$ cat src/rtl/mscr_pkg.sv
// mscr_pkg: constants and types shared by the misc control register bank
// assumes: 8-bit registers placed in the low bits of 32-bit apb words
`default_nettype none

package mscr_pkg;

	// ==========================================================
	// register map
	localparam logic [7:0] MSCR_OFS_SENSE = 8'h20;
	localparam logic [7:0] MSCR_OFS_PINFN = 8'h40;
	localparam logic [7:0] MSCR_OFS_IRQ_STAT = 8'h60;
	localparam logic [7:0] MSCR_OFS_IRQ_MASK = 8'h64;
	localparam logic [7:0] MSCR_RST_SENSE = 8'h00;
	localparam logic [7:0] MSCR_RST_PINFN = 8'h00;

	// ==========================================================
	// field positions
	localparam int MSCR_G1_HI = 7;
	localparam int MSCR_G1_LO = 6;
	localparam int MSCR_G2_HI = 5;
	localparam int MSCR_G2_LO = 4;
	localparam int MSCR_NMI_EDGE = 1;
	localparam int MSCR_NMI_EN = 0;
	localparam int MSCR_AUX_CO = 7;
	localparam int MSCR_MAIN_CO = 6;
	localparam int MSCR_BEEP_HI = 5;
	localparam int MSCR_BEEP_LO = 4;
	localparam int MSCR_SS_SRC = 1;
	localparam int MSCR_SS_SOFT = 0;
	localparam logic [7:0] MSCR_RSVD_MASK = 8'hf3;
	localparam logic [1:0] MSCR_PRIO_LEVEL3 = 2'h3;

	// ==========================================================
	// interrupt status bits: g1 group, g2 group, nmi
	localparam int MSCR_NIRQ = 3;
	localparam int MSCR_IRQ_G1 = 0;
	localparam int MSCR_IRQ_G2 = 1;
	localparam int MSCR_IRQ_NMI = 2;

	// ==========================================================
	// beep dividers: half periods in oscillator cycles at 16 mhz
	localparam logic [13:0] MSCR_HALF_2K = 14'h0fa0;
	localparam logic [13:0] MSCR_HALF_1K = 14'h1f40;
	localparam logic [13:0] MSCR_HALF_500 = 14'h3e80;

	typedef enum logic [1:0] {
		MSCR_SENSE_FALL_LOW = 2'b00,
		MSCR_SENSE_FALL = 2'b01,
		MSCR_SENSE_RISE = 2'b10,
		MSCR_SENSE_BOTH = 2'b11
	} mscr_sense_t;

endpackage : mscr_pkg

`default_nettype wire

$ cat src/rtl/mscr_top.sv
// mscr_top: miscellaneous control registers behind an apb slave
// assumes: one pclk domain; pins asynchronous; oscillator clocks as sampled inputs
//
// Behaviour
// - a two-bit sense code means 00 fall plus low level, 01 fall, 10 rise, 11 both edges.
// - group one sense code governs port A low nibble, port B and port D interrupt lines.
// - group one sense bits change only while the cpu priority bits are 11.
// - group two sense code in bits 5:4 governs port A high nibble and port C.
// - both group sense codes, group two included, change only at priority level 3; the nmi bits change at any level.
// - bits 3 and 2 of both control registers read as zero.
// - nmi uses the falling edge when the edge bit is 0, rising when 1; it changes only while disabled.
// - nmi pin raises an interrupt only while its enable bit is 1.
// - the aux clock-out bit puts the 32 kHz clock halved on its pin, else the pin is plain io.
// - beep code 000 io, 100 oscillator halved, x01/x10/x11 about 2 kHz, 1 kHz, 500 Hz.
// - clock-out and beep stop in any halt mode.
// - slave-select source bit picks the external pin or the soft value bit for the spi.
// - both control registers clear to zero at reset.
`default_nettype none

module mscr_top (
	// clock, reset, enable
	input wire logic pclk,
	input wire logic presetn,
	input wire logic pce,
	// apb
	input wire logic psel,
	input wire logic penable,
	input wire logic pwrite,
	input wire logic [7:0] paddr,
	input wire logic [31:0] pwdata,
	output logic [31:0] prdata,
	output logic pready,
	output logic pslverr,
	// cpu state
	input wire logic [1:0] cpu_priority,
	input wire logic halt_mode,
	// external interrupt pins
	input wire logic ext_irq_porta_low,
	input wire logic ext_irq_porta_high,
	input wire logic ext_irq_portb,
	input wire logic ext_irq_portc,
	input wire logic ext_irq_portd,
	input wire logic nmi_pin,
	// clock sources, sampled
	input wire logic osc_clk,
	input wire logic aux32k_clk,
	// pin functions
	output logic beep_pin,
	output logic beep_pin_alt,
	output logic aux_clock_pin,
	output logic aux_clock_pin_alt,
	// spi slave select
	input wire logic ss_pin_n,
	output logic spi_ss_n,
	// interrupts
	output logic [4:0] ext_irq_req,
	output logic nmi_req,
	output logic irq
);
	import mscr_pkg::*;

	// ==========================================================
	// apb decode
	logic wr_acc, rd_acc, hit;
	assign wr_acc = psel & penable & pwrite & pce;
	assign rd_acc = psel & ~pwrite & pce;
	assign hit = paddr == MSCR_OFS_SENSE || paddr == MSCR_OFS_PINFN ||
		paddr == MSCR_OFS_IRQ_STAT || paddr == MSCR_OFS_IRQ_MASK;

	// ==========================================================
	// control registers
	logic [7:0] sense_r, sense_nxt, pinfn_r, pinfn_nxt;
	logic [2:0] stat_r, stat_nxt, mask_r, mask_nxt;
	logic [2:0] evt;
	logic lvl3;
	assign lvl3 = cpu_priority == MSCR_PRIO_LEVEL3;

	always_comb begin
		sense_nxt = sense_r;
		pinfn_nxt = pinfn_r;
		mask_nxt = mask_r;
		stat_nxt = stat_r;
		if (wr_acc && paddr == MSCR_OFS_SENSE) begin
			if (lvl3) begin
				sense_nxt[MSCR_G1_HI:MSCR_G1_LO] = pwdata[MSCR_G1_HI:MSCR_G1_LO];
				sense_nxt[MSCR_G2_HI:MSCR_G2_LO] = pwdata[MSCR_G2_HI:MSCR_G2_LO];
			end
			if (!sense_r[MSCR_NMI_EN])
				sense_nxt[MSCR_NMI_EDGE] = pwdata[MSCR_NMI_EDGE];
			sense_nxt[MSCR_NMI_EN] = pwdata[MSCR_NMI_EN];
		end
		if (wr_acc && paddr == MSCR_OFS_PINFN)
			pinfn_nxt = pwdata[7:0] & MSCR_RSVD_MASK;
		if (wr_acc && paddr == MSCR_OFS_IRQ_MASK)
			mask_nxt = pwdata[MSCR_NIRQ-1:0];
		if (wr_acc && paddr == MSCR_OFS_IRQ_STAT)
			stat_nxt = stat_r & ~pwdata[MSCR_NIRQ-1:0];
		stat_nxt = stat_nxt | evt; // set wins over clear
	end

	// ==========================================================
	// event detection, one detector per pin
	logic [4:0] pin_evt;
	logic [4:0] pins;
	logic [1:0] grp_sense [5];
	logic nmi_evt;
	assign pins = {ext_irq_portd, ext_irq_portc, ext_irq_portb, ext_irq_porta_high, ext_irq_porta_low};
	assign grp_sense[0] = sense_r[MSCR_G1_HI:MSCR_G1_LO];
	assign grp_sense[1] = sense_r[MSCR_G2_HI:MSCR_G2_LO];
	assign grp_sense[2] = sense_r[MSCR_G1_HI:MSCR_G1_LO];
	assign grp_sense[3] = sense_r[MSCR_G2_HI:MSCR_G2_LO];
	assign grp_sense[4] = sense_r[MSCR_G1_HI:MSCR_G1_LO];

	for (genvar i = 0; i < 5; i++) begin : g_det
		mscr_edge u_det (
			.pclk(pclk),
			.presetn(presetn),
			.pce(pce),
			.pin(pins[i]),
			.sense(grp_sense[i]),
			.event_o(pin_evt[i])
		);
	end

	// nmi: code 01 falling, 10 rising
	mscr_edge u_nmi (
		.pclk(pclk),
		.presetn(presetn),
		.pce(pce),
		.pin(nmi_pin),
		.sense(sense_r[MSCR_NMI_EDGE] ? 2'h2 : 2'h1),
		.event_o(nmi_evt)
	);

	assign evt[MSCR_IRQ_G1] = pin_evt[0] | pin_evt[2] | pin_evt[4];
	assign evt[MSCR_IRQ_G2] = pin_evt[1] | pin_evt[3];
	assign evt[MSCR_IRQ_NMI] = nmi_evt & sense_r[MSCR_NMI_EN];

	// ==========================================================
	// clock sources: two-flop sync, then edge detect
	logic osc1_r, osc2_r, osc3_r, aux1_r, aux2_r, aux3_r;
	logic ss1_r, ss2_r;
	logic [13:0] bcnt_r, bcnt_nxt, half;
	logic btog_r, btog_nxt, otog_r, otog_nxt, atog_r, atog_nxt;
	logic osc_rise, aux_rise;
	assign osc_rise = osc2_r & ~osc3_r;
	assign aux_rise = aux2_r & ~aux3_r;

	always_comb begin
		case (pinfn_r[MSCR_BEEP_HI:MSCR_BEEP_LO])
			2'h1: half = MSCR_HALF_2K;
			2'h2: half = MSCR_HALF_1K;
			default: half = MSCR_HALF_500;
		endcase
		bcnt_nxt = bcnt_r;
		btog_nxt = btog_r;
		otog_nxt = otog_r;
		atog_nxt = atog_r;
		if (halt_mode) begin
			bcnt_nxt = 14'h0000;
			btog_nxt = 1'b0;
			otog_nxt = 1'b0;
			atog_nxt = 1'b0;
		end else begin
			if (osc_rise) begin
				otog_nxt = ~otog_r;
				if (bcnt_r >= half - 14'h0001) begin
					bcnt_nxt = 14'h0000;
					btog_nxt = ~btog_r;
				end else
					bcnt_nxt = bcnt_r + 14'h0001;
			end
			if (aux_rise)
				atog_nxt = ~atog_r;
		end
	end

	// ==========================================================
	// pin output selection
	logic beep_nxt, beep_alt_nxt, aux_nxt, aux_alt_nxt;
	always_comb begin
		beep_alt_nxt = 1'b0;
		beep_nxt = 1'b0;
		if (!halt_mode) begin
			if (pinfn_r[MSCR_BEEP_HI:MSCR_BEEP_LO] != 2'h0) begin
				beep_alt_nxt = 1'b1;
				beep_nxt = btog_r;
			end else if (pinfn_r[MSCR_MAIN_CO]) begin
				beep_alt_nxt = 1'b1;
				beep_nxt = otog_r;
			end
		end
		aux_alt_nxt = pinfn_r[MSCR_AUX_CO] & ~halt_mode;
		aux_nxt = aux_alt_nxt & atog_r;
	end

	// ==========================================================
	// registers
	always_ff @(posedge pclk or negedge presetn) begin
		if (!presetn) begin
			sense_r <= MSCR_RST_SENSE;
			pinfn_r <= MSCR_RST_PINFN;
			stat_r <= 3'h0;
			mask_r <= 3'h0;
			osc1_r <= 1'b0;
			osc2_r <= 1'b0;
			osc3_r <= 1'b0;
			aux1_r <= 1'b0;
			aux2_r <= 1'b0;
			aux3_r <= 1'b0;
			ss1_r <= 1'b1;
			ss2_r <= 1'b1;
			bcnt_r <= 14'h0000;
			btog_r <= 1'b0;
			otog_r <= 1'b0;
			atog_r <= 1'b0;
			beep_pin <= 1'b0;
			beep_pin_alt <= 1'b0;
			aux_clock_pin <= 1'b0;
			aux_clock_pin_alt <= 1'b0;
			spi_ss_n <= 1'b1;
			ext_irq_req <= 5'h00;
			nmi_req <= 1'b0;
			irq <= 1'b0;
			prdata <= 32'h00000000;
			pready <= 1'b0;
			pslverr <= 1'b0;
		end else if (pce) begin
			sense_r <= sense_nxt;
			pinfn_r <= pinfn_nxt;
			stat_r <= stat_nxt;
			mask_r <= mask_nxt;
			osc1_r <= osc_clk;
			osc2_r <= osc1_r;
			osc3_r <= osc2_r;
			aux1_r <= aux32k_clk;
			aux2_r <= aux1_r;
			aux3_r <= aux2_r;
			ss1_r <= ss_pin_n;
			ss2_r <= ss1_r;
			bcnt_r <= bcnt_nxt;
			btog_r <= btog_nxt;
			otog_r <= otog_nxt;
			atog_r <= atog_nxt;
			beep_pin <= beep_nxt;
			beep_pin_alt <= beep_alt_nxt;
			aux_clock_pin <= aux_nxt;
			aux_clock_pin_alt <= aux_alt_nxt;
			spi_ss_n <= pinfn_r[MSCR_SS_SRC] ? pinfn_r[MSCR_SS_SOFT] : ss2_r;
			// one request line per pin, so each line keeps its own vector
			ext_irq_req <= pin_evt;
			nmi_req <= evt[MSCR_IRQ_NMI];
			irq <= |(stat_nxt & mask_nxt);
			// ready on the setup cycle so the access phase completes at once
			pready <= psel & ~penable;
			pslverr <= psel & ~penable & ~hit;
			if (rd_acc && !penable) begin
				case (paddr)
					MSCR_OFS_SENSE: prdata <= {24'h000000, sense_r & MSCR_RSVD_MASK};
					MSCR_OFS_PINFN: prdata <= {24'h000000, pinfn_r & MSCR_RSVD_MASK};
					MSCR_OFS_IRQ_STAT: prdata <= {29'h00000000, stat_r};
					MSCR_OFS_IRQ_MASK: prdata <= {29'h00000000, mask_r};
					default: prdata <= 32'h00000000;
				endcase
			end
		end
	end

	// ==========================================================
	// checks
	property p_g1_lock;
		@(posedge pclk) disable iff (!presetn) pce && !lvl3 |=> $stable(sense_r[MSCR_G1_HI:MSCR_G1_LO]);
	endproperty : p_g1_lock
	a_g1_lock: assert property (p_g1_lock)
		else $error("group one sense changed outside level 3");
	property p_g2_lock;
		@(posedge pclk) disable iff (!presetn) pce && !lvl3 |=> $stable(sense_r[MSCR_G2_HI:MSCR_G2_LO]);
	endproperty : p_g2_lock
	a_g2_lock: assert property (p_g2_lock)
		else $error("group two sense changed outside level 3");
	// read data is only fresh on a read access; writes leave prdata as it was
	property p_rsvd;
		@(posedge pclk) disable iff (!presetn)
			(sense_r & ~MSCR_RSVD_MASK) == 8'h00 && (pinfn_r & ~MSCR_RSVD_MASK) == 8'h00 &&
			prdata[31:8] == 24'h000000 &&
			(!(pready && !pwrite && (paddr == MSCR_OFS_SENSE || paddr == MSCR_OFS_PINFN)) ||
			(prdata[7:0] & ~MSCR_RSVD_MASK) == 8'h00);
	endproperty : p_rsvd
	a_rsvd: assert property (p_rsvd)
		else $error("reserved bits nonzero");
	property p_nmi_edge;
		@(posedge pclk) disable iff (!presetn) sense_r[MSCR_NMI_EN] |=> $stable(sense_r[MSCR_NMI_EDGE]);
	endproperty : p_nmi_edge
	a_nmi_edge: assert property (p_nmi_edge)
		else $error("nmi edge changed while enabled");
	property p_nmi_gate;
		@(posedge pclk) disable iff (!presetn) pce && !sense_r[MSCR_NMI_EN] |=> !nmi_req;
	endproperty : p_nmi_gate
	a_nmi_gate: assert property (p_nmi_gate)
		else $error("nmi raised while disabled");
	property p_halt;
		@(posedge pclk) disable iff (!presetn) pce && halt_mode |=> !beep_pin_alt && !aux_clock_pin_alt;
	endproperty : p_halt
	a_halt: assert property (p_halt)
		else $error("clock out active in halt");
	property p_ss;
		@(posedge pclk) disable iff (!presetn)
			pce && pinfn_r[MSCR_SS_SRC] |=> spi_ss_n == $past(pinfn_r[MSCR_SS_SOFT]);
	endproperty : p_ss
	a_ss: assert property (p_ss)
		else $error("soft slave select not used");
	property p_aux;
		@(posedge pclk) disable iff (!presetn) pce && !pinfn_r[MSCR_AUX_CO] |=> !aux_clock_pin_alt;
	endproperty : p_aux
	a_aux: assert property (p_aux)
		else $error("aux clock out without enable");
	c_nmi: cover property (@(posedge pclk) disable iff (!presetn) nmi_req);
	c_beep: cover property (@(posedge pclk) disable iff (!presetn) beep_pin_alt && beep_pin);
	c_irq: cover property (@(posedge pclk) disable iff (!presetn) irq);

endmodule : mscr_top

`default_nettype wire

$ cat src/rtl/mscr_edge.sv
// mscr_edge: one synchronised pin with sensitivity-selected event detection
// assumes: pin is asynchronous to pclk; sense code from the register bank
`default_nettype none

module mscr_edge (
	// clock and reset
	input wire logic pclk,
	input wire logic presetn,
	input wire logic pce,
	// pin and selection
	input wire logic pin,
	input wire logic [1:0] sense,
	// event
	output logic event_o
);
	import mscr_pkg::*;

	logic s1_r, s2_r, s3_r;
	logic s1_nxt, s2_nxt, s3_nxt;
	logic fall, rise;

	// ==========================================================
	// two-flop synchroniser plus a history flop
	always_comb begin
		s1_nxt = pin;
		s2_nxt = s1_r;
		s3_nxt = s2_r;
	end

	always_ff @(posedge pclk or negedge presetn) begin
		if (!presetn) begin
			s1_r <= 1'b1;
			s2_r <= 1'b1;
			s3_r <= 1'b1;
		end else if (pce) begin
			s1_r <= s1_nxt;
			s2_r <= s2_nxt;
			s3_r <= s3_nxt;
		end
	end

	// ==========================================================
	// decode; low level keeps firing while the pin stays low
	assign fall = s3_r & ~s2_r;
	assign rise = ~s3_r & s2_r;

	always_comb begin
		case (mscr_sense_t'(sense))
			MSCR_SENSE_FALL_LOW: event_o = ~s2_r;
			MSCR_SENSE_FALL: event_o = fall;
			MSCR_SENSE_RISE: event_o = rise;
			MSCR_SENSE_BOTH: event_o = fall | rise;
			default: event_o = 1'b0;
		endcase
	end

endmodule : mscr_edge

`default_nettype wire

$ cat config.mk
export PLATFORM = sky130hd
export DESIGN_NAME = mscr_top
export DESIGN_NICKNAME = d
export VERILOG_FILES = /design/src/rtl/mscr_pkg.sv /design/src/rtl/mscr_top.sv /design/src/rtl/mscr_edge.sv
export SDC_FILE = /design/constraint.sdc
export NUM_CORES = 1
export LEC_CHECK = 0
export BUFFER_PORTS_ARGS = -buffer_cell sky130_fd_sc_hd__buf_2
export CORE_UTILIZATION = 30
export DETAILED_ROUTE_END_ITERATION = 6
export GPL_ROUTABILITY_DRIVEN = 0
export SYNTH_ARGS = -nofsm -noshare
export SYNTH_HDL_FRONTEND = slang
export SYNTH_HIERARCHICAL = 1
export SYNTH_SLANG_ARGS = --single-unit
export TNS_END_PERCENT = 20
$ cat constraint.sdc
create_clock -name pclk -period 2.4 [get_ports pclk]
set_input_delay 0.36 -clock pclk [delete_from_list [all_inputs] [get_ports pclk]]
set_output_delay 0.36 -clock pclk [all_outputs]
set_load 0.1 [all_outputs]
Word-level counts from Yosys, hierarchy flattened
Index checks and enable logic that the tools add are counted.
{"block": "op_classes", "n_addsub": 2, "order_cmp": 1, "n_eq_ne": 16, "n_mux": 28, "bitwise": 59, "n_reduce_logical": 25}
{"operator": "14-bit two-way mux", "n": 3}
{"operator": "8-bit case mux with 4 select lines", "n": 1}
{"operator": "14-bit case mux with 2 select lines", "n": 1}
{"operator": "1-bit bitwise AND", "n": 24}
{"operator": "8-bit by 7-bit equality test with 1-bit output (second input constant)", "n": 3}
{"operator": "1-bit case mux with 4 select lines", "n": 6}
{"operator": "1-bit inverter", "n": 22}
{"operator": "2-bit equality test (second input constant)", "n": 8}
{"operator": "14-bit by 1-bit adder with 14-bit output (second input constant)", "n": 1}
{"operator": "14-bit >= comparator", "n": 1}
{"operator": "1-bit two-way mux", "n": 14}
{"operator": "14-bit by 1-bit subtractor with 14-bit output (second input constant)", "n": 1}
{"operator": "2-bit AND reduction", "n": 5}
{"operator": "1-bit OR", "n": 9}
{"operator": "3-bit AND reduction", "n": 3}
{"operator": "2-bit by 1-bit equality test with 1-bit output (second input constant)", "n": 4}
{"operator": "8-bit by 6-bit equality test with 1-bit output (second input constant)", "n": 1}
{"operator": "2-bit nonzero test", "n": 4}
{"operator": "3-bit bitwise AND", "n": 2}
{"operator": "2-bit zero test", "n": 3}
{"operator": "3-bit two-way mux", "n": 2}
{"operator": "1-bit logical AND", "n": 5}
{"operator": "1-bit logical OR", "n": 3}
{"operator": "3-bit inverter", "n": 1}
{"operator": "4 further kinds", "n": 4}
{"block": "word_totals", "regBits": 107, "in_bits": 58}

Logic depth before layout (Yosys ltp)
Gate-level depths: netlist of run 1.
{"block": "logic_depth", "ltp_word": 9, "mapped_depth": 9, "mapped_depth_nobuf": 9}

By module
The synthesis of run 1 kept the hierarchy.
{"module": "mscr_top", "instances": 1, "cells_per_inst": 328, "area_each_um2": 3475.8}
{"module": "mscr_edge", "instances": 6, "cells_per_inst": 14, "area_each_um2": 166.4}

Least setup slack after synthesis of run 1
Ideal clock, no wire load.
{"block": "synth_path", "path_kind": "reg2reg", "start": "register pinfn_r[4]", "end": "register btog_r", "arrival_ps": 2086, "path_slack_ps": 189, "stages_incl_launch_ff": 8, "path_buffers": 0, "synth_period_minus_slack_ps": 2211, "path_cell_list": "dfrtp_1 inv_1 ha_1 ha_1 nand4_1 or2_2 o22ai_4 mux2_4"}
{"block": "synth_via", "elab_chain_cells": 6, "word_cells_on_any_way": 7, "classes_between": "add/sub: 1; order compare: 1; eq/ne: 2; mux: 1; reduce/logical: 2"}
{"element": "start: declaration", "line": "mscr_top.sv:72", "rtl": "logic [7:0] sense_r, sense_nxt, pinfn_r, pinfn_nxt;"}
{"element": "start signal: assignment", "line": "mscr_top.sv:230", "rtl": "pinfn_r <= pinfn_nxt;"}
{"element": "2-bit equality test or 2-bit by 1-bit equality test with 1-bit output (tied branches)", "line": "mscr_top.sv:150", "rtl": "case (pinfn_r[MSCR_BEEP_HI:MSCR_BEEP_LO])"}
{"element": "14-bit case mux with 2 select lines (*)", "line": "mscr_top.sv:150"}
{"element": "14-bit by 1-bit subtractor with 14-bit output (*)", "line": "mscr_top.sv:167", "rtl": "if (bcnt_r >= half - 14'h0001) begin"}
{"element": "14-bit >= comparator (*)", "line": "mscr_top.sv:167"}
{"element": "2-bit nonzero test (no line) (*)"}
{"element": "3-bit AND reduction (no line) (*)"}
{"element": "end signal: assignment", "line": "mscr_top.sv:242", "rtl": "btog_r <= btog_nxt;"}
{"element": "end: declaration", "line": "mscr_top.sv:144", "rtl": "logic btog_r, btog_nxt, otog_r, otog_nxt, atog_r, atog_nxt;"}
Mark *: on every way between the ends. The rest lies on a longest branch, timed or not.
A chain may end at the register's enable or synchronous reset.

Worst setup path in the final report of run 1
{"block": "layout_path", "start": "register g_det[3].u_det.s2_r", "end": "register irq"}
{"block": "layout_via", "elab_chain_cells": 8, "word_cells_on_any_way": 9, "classes_between": "mux: 1; bitwise: 7; reduce/logical: 1"}
{"element": "start: declaration", "line": "mscr_edge.sv:18", "rtl": "logic s1_r, s2_r, s3_r;"}
{"element": "start signal: assignment", "line": "mscr_edge.sv:37", "rtl": "s2_r <= s2_nxt;"}
{"element": "1-bit inverter", "line": "mscr_edge.sv:44, mscr_edge.sv:49"}
{"element": "1-bit bitwise AND", "line": "mscr_edge.sv:44", "rtl": "assign fall = s3_r & ~s2_r;"}
{"element": "1-bit OR", "line": "mscr_edge.sv:52", "rtl": "MSCR_SENSE_BOTH: event_o = fall | rise;"}
{"element": "1-bit case mux with 4 select lines (*)", "line": "mscr_edge.sv:48", "rtl": "case (mscr_sense_t'(sense))"}
{"element": "named net pin_evt[3]", "line": "mscr_top.sv:103", "rtl": "logic [4:0] pin_evt;"}
{"element": "1-bit OR (*)", "line": "mscr_top.sv:136", "rtl": "assign evt[MSCR_IRQ_G2] = pin_evt[1] | pin_evt[3];"}
{"element": "3-bit OR (*)", "line": "mscr_top.sv:98", "rtl": "stat_nxt = stat_nxt | evt;"}
{"element": "3-bit bitwise AND (*)", "line": "mscr_top.sv:253", "rtl": "irq <= |(stat_nxt & mask_nxt);"}
{"element": "3-bit OR reduction (*)", "line": "mscr_top.sv:253"}
{"element": "end signal: assignment", "line": "mscr_top.sv:253"}
{"element": "end: declaration", "line": "mscr_top.sv:58", "rtl": "output logic irq"}
The timed path passes the listed nets; every way through them passes the cells marked *.

==> summary.md, run 1 <==
| Metric | Value |
|---|---|
| Pint | `2.473 mW` |
| Global-route wire length before repair | `15770 um` |
| HPWL after detailed placement | `6918 um` |
| Final WL | `9307 um` |
| Clk_skew | `0.005742 ns` |
| Layout cells sized above 1 | `33.96%` |
| Async S/R FF share, synth | `100.0%` |
| CP cell instances | `inv_2, ha_1, inv_1, mux4_2, o32a_1, o31ai_1, o21ai_1, o32a_1` |
| Relative slew slack | `66.55%` |
| Seq cells post-synth | `82` |
| Area Growth Syn to Fin | `16.42%` |
| Fmax | `434.1 MHz` |
| Gr usage total | `13.39%` |
| PwrDens | `743.3 nW/um^2` |
| Final period utilization | `95.98%` |
| Critical Path Start Type | `flop` |
| Slew Limit Fails | `0` |
| Peak supply drop | `0.0004321 V` |
| Worst-path clk slew | `0.06 ns` |
| Largest area contributor in the netlist | `dfrtp_1` |
| Via density | `4.828` |
| Antenna cells | `0` |
| H-tree depth | `3` |
| Core Region | `14530 um^2` |
| Wire length per cell | `14.02 um` |
| Clock Latency Late Sink | `0.34 ns` |
| Netlist cell types | `58` |
| Final Setup Violations | `0` |
| Post-synth EDFFs | `0` |
| Avg Inst Size Synth | `10.86 um^2` |
| Register area | `2078 um^2` |
| Final Hold Vio Count | `0` |
| Synth area leaders | `dfrtp_1, dfstp_2, mux2_2` |
| Post-route ant nets | `0` |
| Post-layout min period | `2.303 ns` |
| Tightest Pin Transition | `0.5013 ns` |
| CP arrival | `2.53 ns` |
| Die H | `124.1 um` |
| Clock share of power | `32.2%` |
| Crit path top cell by count | `o32a_1` |
| Vias | `3206` |
| Max-cap violations | `0` |
| Logic pwr share | `24.4%` |
| Cts bufs inserted | `9` |
| Die width | `124.1 um` |
| CP required | `2.63 ns` |
| Root buffer cell | `clkbuf_16` |
| # clock sinks | `82` |
| CTS tree | `built` |
| Worst min-delay path class | `in -> reg` |
| Crit end category | `flop` |
| Top Ports | `104` |
| Sw Pwr | `1.399 mW` |
| Die area | `15410 um^2` |
| Outcome | `finished, final reports clean` |
| Iteration-0 DRC count of the detailed router | `184` |
| FP Rows | `44` |
| Mapped cell area | `4474 um^2` |
| Number of fill cells | `1456` |
| CP max stage cell | `dfstp_2` |
| Fin nets | `557` |
| Antenna violations before repair | `0` |
| Crit Path Class | `reg -> reg` |
| Worst-path fanout max | `3` |
| DRC Markers | `0` |
| # port buffers | `53` |
| CP peak stage delay | `0.55 ns` |
| Initial core utilization | `30.79%` |
| YS warnings | `6` |
| Pwr Total | `3.872 mW` |
| Count leader, synth | `dfrtp_1` |
| Largest net degree at the start of global routing | `60` |
| Post-layout util | `35.84%` |
| Grt total ovfl | `0` |
| Mapped Cells | `412` |
| Number of global-route vias before repair | `3167` |
| Main synth FF type | `dfrtp_1` |
| Seq/Total Area, Yosys | `46.45%` |
| DRT Pass-1 Iters | `4` |
| RSZ-0062 raised after global routing | `yes` |
| Sw Ratio | `36.13%` |
| Area share of the largest cell type after synthesis | `34.12%` |
| Seq pwr share | `43.4%` |
| Clock buffer depth | `2` |
| Area of the multi-input gates | `2167 um^2` |
| Post-synth top cells | `dfrtp_1, nand2_1, mux2_2` |
| Leakage | `2.355 nW` |
[layout by cell type, fill, tap and decap left out, types with 8 or more instances in the layout]
master	instances
nor2_1	27
buf_2	52
nand2_1	39
clkbuf_16	9
dfstp_2	21
conb_1	25
inv_1	26
buf_4	8
a21oi_1	14
nand3_1	11
o21ai_0	20
mux2_2	36
ha_1	23
dfrtp_1	61
[power by group through the flow]
| stage | Sequential (mW) | Combinational [mW] | Clock [mW] |
|---|---|---|---|
| after CTS | 1.68 | 0.953 | 1.29 |
| after floorplan | 1.98 | 0.480 | 0 |
| final | 1.68 | 0.947 | 1.25 |
| after global routing | 1.70 | 1.02 | 1.35 |
| after global placement | 1.69 | 0.927 | 0 |
| after detailed placement | 1.70 | 0.951 | 0 |
[cell type report]
type / instances / share of cell area, %
Timing Repair Buffer: 62 / 6.726
Multi-Input combinational cell: 288 / 41.60
Clock inverter: 6 / 0.6486
Clock buffer: 10 / 4.396
Tap cell: 184 / 4.420
Inverter: 32 / 2.306
Sequential cell: 82 / 39.90
[layer usage]
layer,GRT usage (%),vias up,wire (um)
li1,-,1529,-
met5,0,-,0
met2,21.10,81,4469
met4,3.720,0,89
met1,17.75,1588,4290
met3,3.938,8,459
[worst max-delay path, delay by kind of cell (launching register included)]
family / cells / cell delay, ns
AOI/OAI and AO/OA: 4 / 0.79
adders and majority gates: 1 / 0.27
buffers and inverters: 2 / 0.08
DFF: 1 / 0.55
muxes: 1 / 0.49
[stage by stage]
step	area [um^2]	cells	setup TNS (ns)	hold slack [ns]	setup slack (ns)
final	5209	664	0	0.2506	0.09652
after floorplan	4564	436	0	0.06441	0.1892
after global routing	5209	664	-0.009887	0.2462	-0.009887
after global placement	4907	647	0	0.2774	0.08208
after detailed placement	4907	647	0	0.2842	0.03575
after CTS	5180	664	0	0.2396	0.04018
[timing repair]
action                                 CTS  global route
resized for setup                        0             5
hold buffers                             1             0
buffers inserted                         0             0
setup endpoints to repair                0             7
endpoints found under the hold margin    5             0
[final timing paths]
kind	endpoint	slack [ns]	from	cells after the start
min reg2reg	nmi_req$_DFFE_PN0P_	0.48	nmi_req$_DFFE_PN0P_	2
min in group asynchronous	ext_irq_req[0]$_DFFE_PN0P_	0.46	presetn	2
max	irq$_DFFE_PN0P_	0.1	g_det[3].u_det/s2_r$_DFFE_PN1P_	8
min	g_det[4].u_det/s1_r$_DFFE_PN1P_	0.25	ext_irq_portd	2
max reg2reg	irq$_DFFE_PN0P_	0.1	g_det[3].u_det/s2_r$_DFFE_PN1P_	8
max in group asynchronous	ss2_r$_DFFE_PN1P_	1.28	presetn	3
[cell families (layout without fill, tap and decap cells)]
group | after synthesis | in the layout | synth area share (%)
flip-flops | 82 | 82 | 46.45
AO/OA/AOI/OAI | 71 | 71 | 11.13
multiplexers | 47 | 47 | 13.31
other | 1 | 25 | 0.08381
XOR/XNOR | 9 | 9 | 1.762
AND/OR/NAND/NOR | 112 | 112 | 12.78
buffers and inverters | 66 | 110 | 7.774
adder cells (fa/ha/maj) | 24 | 24 | 6.711
[registers in the layout (all words and copies together) (netlist names), 5 cells and up]
| signal | flops |
|---|---|
| g_det.u_det/s1_r | 5 |
| pinfn_r | 6 |
| sense_r | 6 |
| prdata | 7 |
| bcnt_r | 14 |
| g_det.u_det/s3_r | 5 |
| ext_irq_req | 5 |
| g_det.u_det/s2_r | 5 |
Note: power is estimated with default switching activity, not from simulation.
==> inputs of run 2 (changes only) <==
Settings changed: ABC_AREA set to 1, CTS_CLUSTER_SIZE set to 28, SLEW_MARGIN set to 20.
==> run 2 against run 1 <==
The run now ends with DRC left; fmax increased by 4.2%; critical path depth rose by 4; largest cell class is now sequential cells; non-clock buffer count is the same; final cell count is 26% higher; clock skew increased by 0.0023 ns; synthesized cell count rose by 42%; setup slack improved by 0.094 ns; flip-flop and latch count unchanged; critical endpoint is now bcnt_r[9]$_DFFE_PN0P_; core utilization increased by 0.18 points; critical path type unchanged; total power decreased by 10%; register-to-register slack better by 0.09 ns.
==> summary.md, run 2 <==
| Metric | Value |
|---|---|
| Avg Inst Size Synth | `7.868 um^2 (-28%)` |
| CP max stage cell | `dfrtp_1` |
| Sw Pwr | `1.108 mW (-21%)` |
| Cts bufs inserted | `9 (unchanged)` |
| Relative slew slack | `66.88% (+0.33 points)` |
| Iteration-0 DRC count of the detailed router | `207 (+13%)` |
| Setup TNS | `0 ns (unchanged)` |
| Place WS | `0.1839 ns (+0.1481 ns)` |
| Final WL | `9534 um (+2.4%)` |
| Failing checks | `DRC` |
| Area Growth Syn to Fin | `15.41%` |
| Most common cell after layout, fill and taps aside | `nand2_1` |
| Setup WS post-layout | `0.1901 ns (+0.09354 ns)` |
| Post-layout util | `36.01% (+0.18 points)` |
| CP cell instances | `inv_1, ha_1, nor2_1, ha_1, a21oi_1, o21ai_0, nand2_1, nand2_1, nor2_1, nor2_2, buf_4, nor3_1` |
| Min Hold Slack | `0.2246 ns (-0.02602 ns)` |
| Antenna violations before repair | `1 (+1)` |
| Mapped Cells | `583 (+42%)` |
| Gr usage total | `13.07% (-0.31 points)` |
| # port buffers | `53 (unchanged)` |
| Fin nets | `730 (+31%)` |
| CP Buf/Inv Count | `2 (unchanged)` |
| Setup Buffers After CTS | `0 (unchanged)` |
| Synth area leaders | `dfrtp_1, nand2_1, dfstp_2` |
| Core Region | `14700 um^2 (+1.1%)` |
| CP peak stage delay | `0.39 ns (-0.16 ns)` |
| Tightest Pin Transition | `0.4950 ns (-0.006313 ns)` |
| Die width | `125.7 um (+1.2%)` |
| Largest area contributor in the netlist | `dfrtp_1` |
| Top Ports | `104 (unchanged)` |
| Fmax | `452.5 MHz (+4.2%)` |
| Seq/Total Area, Yosys | `45.31% (-1.1 points)` |
| Clk_skew | `0.008037 ns (+0.002295 ns)` |
| Top delay family on crit path | `simple AND/OR/NAND/NOR gates` |
| DRT Pass-1 Iters | `7 (+3)` |
| Leakage | `2.687 nW (+14%)` |
| Pint | `2.369 mW (-4.2%)` |
| Post-placement cell area | `5016 um^2 (+2.2%)` |
| Post-layout min period | `2.210 ns (-0.09354 ns)` |
| Biggest regs | `bcnt_r (14), prdata (7)` |
| Flop2flop setup slack | `0.19 ns (+0.09 ns)` |
| Grt total ovfl | `0 (unchanged)` |
| Max FFs per register | `14 (unchanged)` |
| Post-route ant nets | `0 (unchanged)` |
| Final Setup Violations | `0 (unchanged)` |
| Wire length per cell | `11.38 um (-19%)` |
| Top Layer Used | `met4` |
| Die H | `125.7 um (+1.2%)` |
| Logic pwr share | `19.0% (-5.4 points)` |
| Seq pwr share | `45.1% (+1.7 points)` |
| PwrDens | `656.9 nW/um^2 (-12%)` |
| Worst-path clk slew | `0.06 ns (about the same)` |
| Sw Ratio | `31.87% (-4.3 points)` |
| Via density | `4.249 (-12%)` |
| Root buffer cell | `clkbuf_16` |
| Final Hold Vio Count | `0 (unchanged)` |
| Fin area | `5294 um^2 (+1.6%)` |
| # clock sinks | `82 (unchanged)` |
| Area share of the largest cell type after synthesis | `33.28% (-0.84 points)` |
| Crit Path Class | `reg -> reg` |
| Seq cells post-synth | `82 (unchanged)` |
| YS warnings | `6 (unchanged)` |
| Netlist cell types | `39 (-33%)` |
| Die area | `15790 um^2 (+2.5%)` |
| Layout cells sized above 1 | `17.61% (-16 points)` |
| CTS Hold Bufs | `1 (unchanged)` |
| CTS tree | `built` |
| Largest net degree at the start of global routing | `36 (-40%)` |
| Post-synth top cells | `nand2_1, inv_1, dfrtp_1` |
| Post-synth EDFFs | `0 (unchanged)` |
| Clock Latency Late Sink | `0.34 ns (about the same)` |
| DRC Markers | `6 (+6)` |
| Main synth FF type | `dfrtp_1` |
| Met2 WL | `4387 um (-1.8%)` |
| Critical Path Start Type | `flop` |
| Met3 WL | `459 um (unchanged)` |
| Final period utilization | `92.08% (-3.9 points)` |
| Worst-path fanout max | `9 (+6)` |
| Largest Register | `bcnt_r` |
| Initial core utilization | `31.21% (+0.42 points)` |
| Worst min-delay path class | `in -> reg` |
| Async S/R FF share, synth | `100.0% (unchanged)` |
| CP required | `2.65 ns (+0.02 ns)` |
| Mapped cell area | `4587 um^2 (+2.5%)` |
| Number of global-route vias before repair | `3353 (+5.9%)` |
| Crit end category | `flop` |
| Placed Cells | `820 (+27%)` |
| RSZ-0062 raised after global routing | `no` |
| H-tree depth | `3 (unchanged)` |
| Outcome | `complete, but fails checks` |
| Global-route wire length before repair | `16240 um (+2.9%)` |
| Pwr Total | `3.478 mW (-10%)` |
| Peak supply drop | `0.0003883 V (-10%)` |
| Slew Limit Fails | `0 (unchanged)` |
| Clock share of power | `35.9% (+3.7 points)` |
| Number of fill cells | `1538 (+5.6%)` |
| FP Rows | `44 (unchanged)` |
| Finished Layout Cells | `838 (+26%)` |
| Count leader, synth | `nand2_1` |
| Clock buffer depth | `2 (unchanged)` |
| Met1 WL | `4641 um (+8.2%)` |
| CTS resizes | `0 (unchanged)` |
| Commonest cells after routing, fill and taps aside | `nand2_1, inv_1, dfrtp_1, buf_2, o21ai_0` |
| CP arrival | `2.46 ns (-0.07 ns)` |
| Vias | `3561 (+11%)` |
| HPWL after detailed placement | `7243 um (+4.7%)` |
| Max-cap violations | `0 (unchanged)` |
[run 2: logic make-up (layout without fill, tap and decap cells)]
family	count (synthesis)	after routing	share of synthesized area, %
DFF	82	82	45.31
other	1	26	0.08175
and+or+nand+nor	276	276	26.08
AOI/OAI and AO/OA	74	74	8.811
xor gates and xnor gates	4	4	0.7639
buffers and inverters	122	168	12.41
adders and majority gates	24	24	6.547
[run 2: layer usage]
layer / vias to the layer above / GRT usage, %
met5: - / 0
met4: 0 / 3.874
met3: 2 / 3.908
met2: 67 / 20.33
met1: 1583 / 17.51
li1: 1909 / -
[run 2: path summary, 6_finish.rpt]
kind,from,endpoint,cells past startpoint
hold reg to reg,ss1_r$_DFFE_PN1P_,ss1_r$_DFFE_PN1P_,2
min in group asynchronous,presetn,bcnt_r[8]$_DFFE_PN0P_,2
max in group asynchronous,presetn,g_det[1].u_det/s1_r$_DFFE_PN1P_,3
setup / recovery,pinfn_r[4]$_DFFE_PN0P_,bcnt_r[9]$_DFFE_PN0P_,12
hold / removal,osc_clk,osc1_r$_DFFE_PN0P_,3
setup reg to reg,pinfn_r[4]$_DFFE_PN0P_,bcnt_r[9]$_DFFE_PN0P_,12
[run 2: cell type report]
class                           instances  area [um^2]  area share [%]
Multi-Input combinational cell        403         2029           38.34
Tap cell                              184        230.2           4.349
Clock buffer                           13        250.2           4.727
Antenna cell                            1        2.502         0.04727
Sequential cell                        82         2078           39.26
Timing Repair Buffer                   62        350.3           6.618
Clock inverter                          3        15.01          0.2836
Inverter                               90        337.8           6.381
[run 2: power by group through the flow]
stage / sequential (mW) / clock [mW] / combinational (mW)
after floorplan: 1.71 / 0 / 0.425
final: 1.57 / 1.25 / 0.662
after CTS: 1.57 / 1.30 / 0.670
after global placement: 1.59 / 0 / 0.663
after global routing: 1.58 / 1.36 / 0.736
after detailed placement: 1.59 / 0 / 0.666
[run 2: worst register-to-register path, cell delays in order (launching register included)]
cell	delay, ns
dfrtp_1	0.39
inv_1	0.09
ha_1	0.35
nor2_1	0.13
ha_1	0.25
a21oi_1	0.14
o21ai_0	0.10
nand2_1	0.07
nand2_1	0.07
nor2_1	0.20
nor2_2	0.05
buf_4	0.17
nor3_1	0.13
==> inputs of run 3 (changes only) <==
Settings changed: REMOVE_ABC_BUFFERS set to 1.
==> run 3 against run 2 <==
The run still ends with DRC left; via count increased by 0.98%; hold slack got worse by 0.0034 ns; clock power increased by 19%; sequential power about the same; core utilization increased by 0.42 points; critical path type unchanged; setup slack improved by 0.048 ns; global-route usage about the same.
==> summary.md, run 3 (synthesized netlist as in run 2, its figures left out) <==
| Metric | Value |
|---|---|
| Outcome | `complete, but fails checks` |
| Failing checks | `DRC` |
| Critical Path Start Type | `flop` |
| Number of global-route vias before repair | `3422 (+2.1%)` |
| Commonest cells after routing, fill and taps aside | `nand2_1, inv_1, dfrtp_1, buf_2, o21ai_0` |
| Grt total ovfl | `0 (unchanged)` |
| Final WL | `9433 um (-1.1%)` |
| Crit Path Class | `reg -> reg` |
| Most common cell after layout, fill and taps aside | `nand2_1` |
| Worst-path fanout max | `7 (-2)` |
| Area Growth Syn to Fin | `16.75%` |
| Relative slew slack | `66.00% (-0.88 points)` |
| Global-route wire length before repair | `16240 um (unchanged)` |
| RR Endpoint | `bcnt_r[5]$_DFFE_PN0P_` |
| Final period utilization | `90.10% (-2.0 points)` |
| Core Region | `14700 um^2 (unchanged)` |
| FP Rows | `44 (unchanged)` |
| Fin nets | `731 (+0.14%)` |
| CP arrival | `2.39 ns (-0.07 ns)` |
| Die width | `125.7 um (unchanged)` |
| Biggest regs | `bcnt_r (14), prdata (7)` |
| Worst Reg2Reg Path Length in Cells | `12 (unchanged)` |
| Die H | `125.7 um (unchanged)` |
| Post-route ant nets | `0 (unchanged)` |
| Post-layout min period | `2.162 ns (-0.04762 ns)` |
| HPWL after detailed placement | `7128 um (-1.6%)` |
| Initial core utilization | `31.21% (unchanged)` |
| Root buffer cell | `clkbuf_16` |
| Fmax | `462.5 MHz (+2.2%)` |
| Worst reg2reg startpoint | `pinfn_r[4]$_DFFE_PN0P_` |
| Final Setup Violations | `0 (unchanged)` |
| Worst-path clk slew | `0.06 ns (about the same)` |
| Antenna cells | `0 (-1)` |
| Setup TNS | `0 ns (unchanged)` |
| Slew Limit Fails | `0 (unchanged)` |
| Die area | `15790 um^2 (unchanged)` |
| Antenna violations before repair | `0 (-1)` |
| H-tree depth | `3 (unchanged)` |
| CP peak stage delay | `0.41 ns (+0.02 ns)` |
| DRT Pass-1 Iters | `6 (-1)` |
| Flop2flop setup slack | `0.24 ns (+0.05 ns)` |
| CP required | `2.63 ns (-0.02 ns)` |
| Largest net degree at the start of global routing | `49 (+36%)` |
| Layout cells sized above 1 | `18.35% (+0.74 points)` |
| CP max stage cell | `dfrtp_1` |
| Wire length per cell | `11.26 um (-1.1%)` |
| Tightest Pin Transition | `0.5136 ns (+0.01864 ns)` |
| Max-cap violations | `0 (unchanged)` |
| # port buffers | `53 (unchanged)` |
| PwrDens | `694.8 nW/um^2 (+5.8%)` |
| Final Hold Vio Count | `0 (unchanged)` |
| RSZ-0062 raised after global routing | `no` |
| DRC Markers | `5 (-1)` |
| Vias | `3596 (+0.98%)` |
| Crit end category | `flop` |
| CP Buf/Inv Count | `2 (unchanged)` |
| Setup Buffers After CTS | `0 (unchanged)` |
| Max FFs per register | `14 (unchanged)` |
| Peak supply drop | `0.0004565 V (+18%)` |
| Post-layout util | `36.43% (+0.42 points)` |
| Worst Hold Depth | `3 (unchanged)` |
| CP cell instances | `inv_1, ha_1, nor2_1, ha_1, nand2_1, nor2_1, nand2_1, nor2_1, nor2_2, nor2_2, buf_4, nor2_1` |
| Largest Register | `bcnt_r` |
| Crit path top cell by count | `nor2_1` |
| # clock sinks | `82 (unchanged)` |
| Clock Latency Late Sink | `0.34 ns (about the same)` |
| Worst min-delay path class | `in -> reg` |
| Clock buffer depth | `2 (unchanged)` |
| Hold endpoint | `aux1_r$_DFFE_PN0P_` |
| Cts bufs inserted | `9 (unchanged)` |
| CTS tree | `built` |
| Via density | `4.291 (+0.98%)` |
| Iteration-0 DRC count of the detailed router | `214 (+3.4%)` |
| Gr usage total | `13.02% (-0.047 points)` |
| Leakage | `2.721 nW (+1.3%)` |
| Top Ports | `104 (unchanged)` |
| Top delay family on crit path | `simple AND/OR/NAND/NOR gates` |
| HP Start | `aux32k_clk` |
| Clk_skew | `0.005837 ns (-0.002200 ns)` |
-- run 3: changes by cell type in the layout (fill, tap and decap cells not counted), sizes merged --
cell	before	now
buf	61	62
clkbuf	13	10
diode	1	0
bufinv	0	2
clkinv	3	4
-- run 3: worst max-delay path by stage --
| stage | from | cells past startpoint | to | slack, ns |
|---|---|---|---|---|
| after floorplan | pinfn_r[4]$_DFFE_PN0P_ | 11 | bcnt_r[11]$_DFFE_PN0P_ | 0.44 |
| after global placement | pinfn_r[4]$_DFFE_PN0P_ | 12 | bcnt_r[9]$_DFFE_PN0P_ | 0.19 |
| after detailed placement | pinfn_r[4]$_DFFE_PN0P_ | 12 | bcnt_r[9]$_DFFE_PN0P_ | 0.19 |
| after CTS | pinfn_r[4]$_DFFE_PN0P_ | 12 | bcnt_r[9]$_DFFE_PN0P_ | 0.18 |
| after global routing | pinfn_r[4]$_DFFE_PN0P_ | 12 | bcnt_r[9]$_DFFE_PN0P_ | 0.02 |
| final | pinfn_r[4]$_DFFE_PN0P_ | 12 | bcnt_r[5]$_DFFE_PN0P_ | 0.24 |
-- run 3: timing repair --
item / 4_1_cts / 5_1_grt
hold buffers: 1 / 0
hold endpoints to repair: 33 / 0
setup endpoints to repair: 0 / 1
gates resized for setup: 0 / 1
-- run 3: layout make-up --
| cell class | count | area, um^2 |
|---|---|---|
| fillers | 1539 | 9344 |
| flip-flops and latches | 82 | 2078 |
| multi-input cells | 403 | 2032 |
| repair buffers | 63 | 357.8 |
| inverters | 90 | 337.8 |
| clock buffers | 10 | 239.0 |
| well taps | 184 | 230.2 |
| clock inverters | 6 | 80.08 |
-- run 3: routing by layer --
| layer | share of wire, % | track usage (%) | up-vias |
|---|---|---|---|
| met2 | 45 | 20.29 | 55 |
| li1 | - | - | 1914 |
| met5 | 0 | 0 | - |
| met3 | 2.9 | 2.974 | 14 |
| met1 | 51 | 17.39 | 1613 |
| met4 | 1.6 | 5.452 | 0 |
-- run 3: worst min-delay path, cell delays in order --
cell	delay (ns)
buf_2	0.08
nand2_1	0.04
nand2_1	0.05
-- run 3: where the power goes --
part / internal [mW] / switching, mW / total [mW]
sequential: 1.51 / 0.0610 / 1.57
combinational: 0.140 / 0.525 / 0.666
clock: 0.932 / 0.555 / 1.49
-- run 3: per-stage QoR --
| step | total power [mW] | hold slack [ns] | cells | setup WS, ns | area [um^2] |
|---|---|---|---|---|---|
| detailed placement | 2.262 | 0.3501 | 821 | 0.1855 | 5024 |
| finish | 3.721 | 0.2212 | 838 | 0.2377 | 5355 |
| global placement | 2.258 | 0.3502 | 821 | 0.1854 | 5024 |
| global route | 3.892 | 0.2352 | 838 | 0.02443 | 5355 |
| floorplan | 2.090 | 0.06441 | 575 | 0.4373 | 4446 |
| CTS | 3.772 | 0.2128 | 838 | 0.1840 | 5353 |
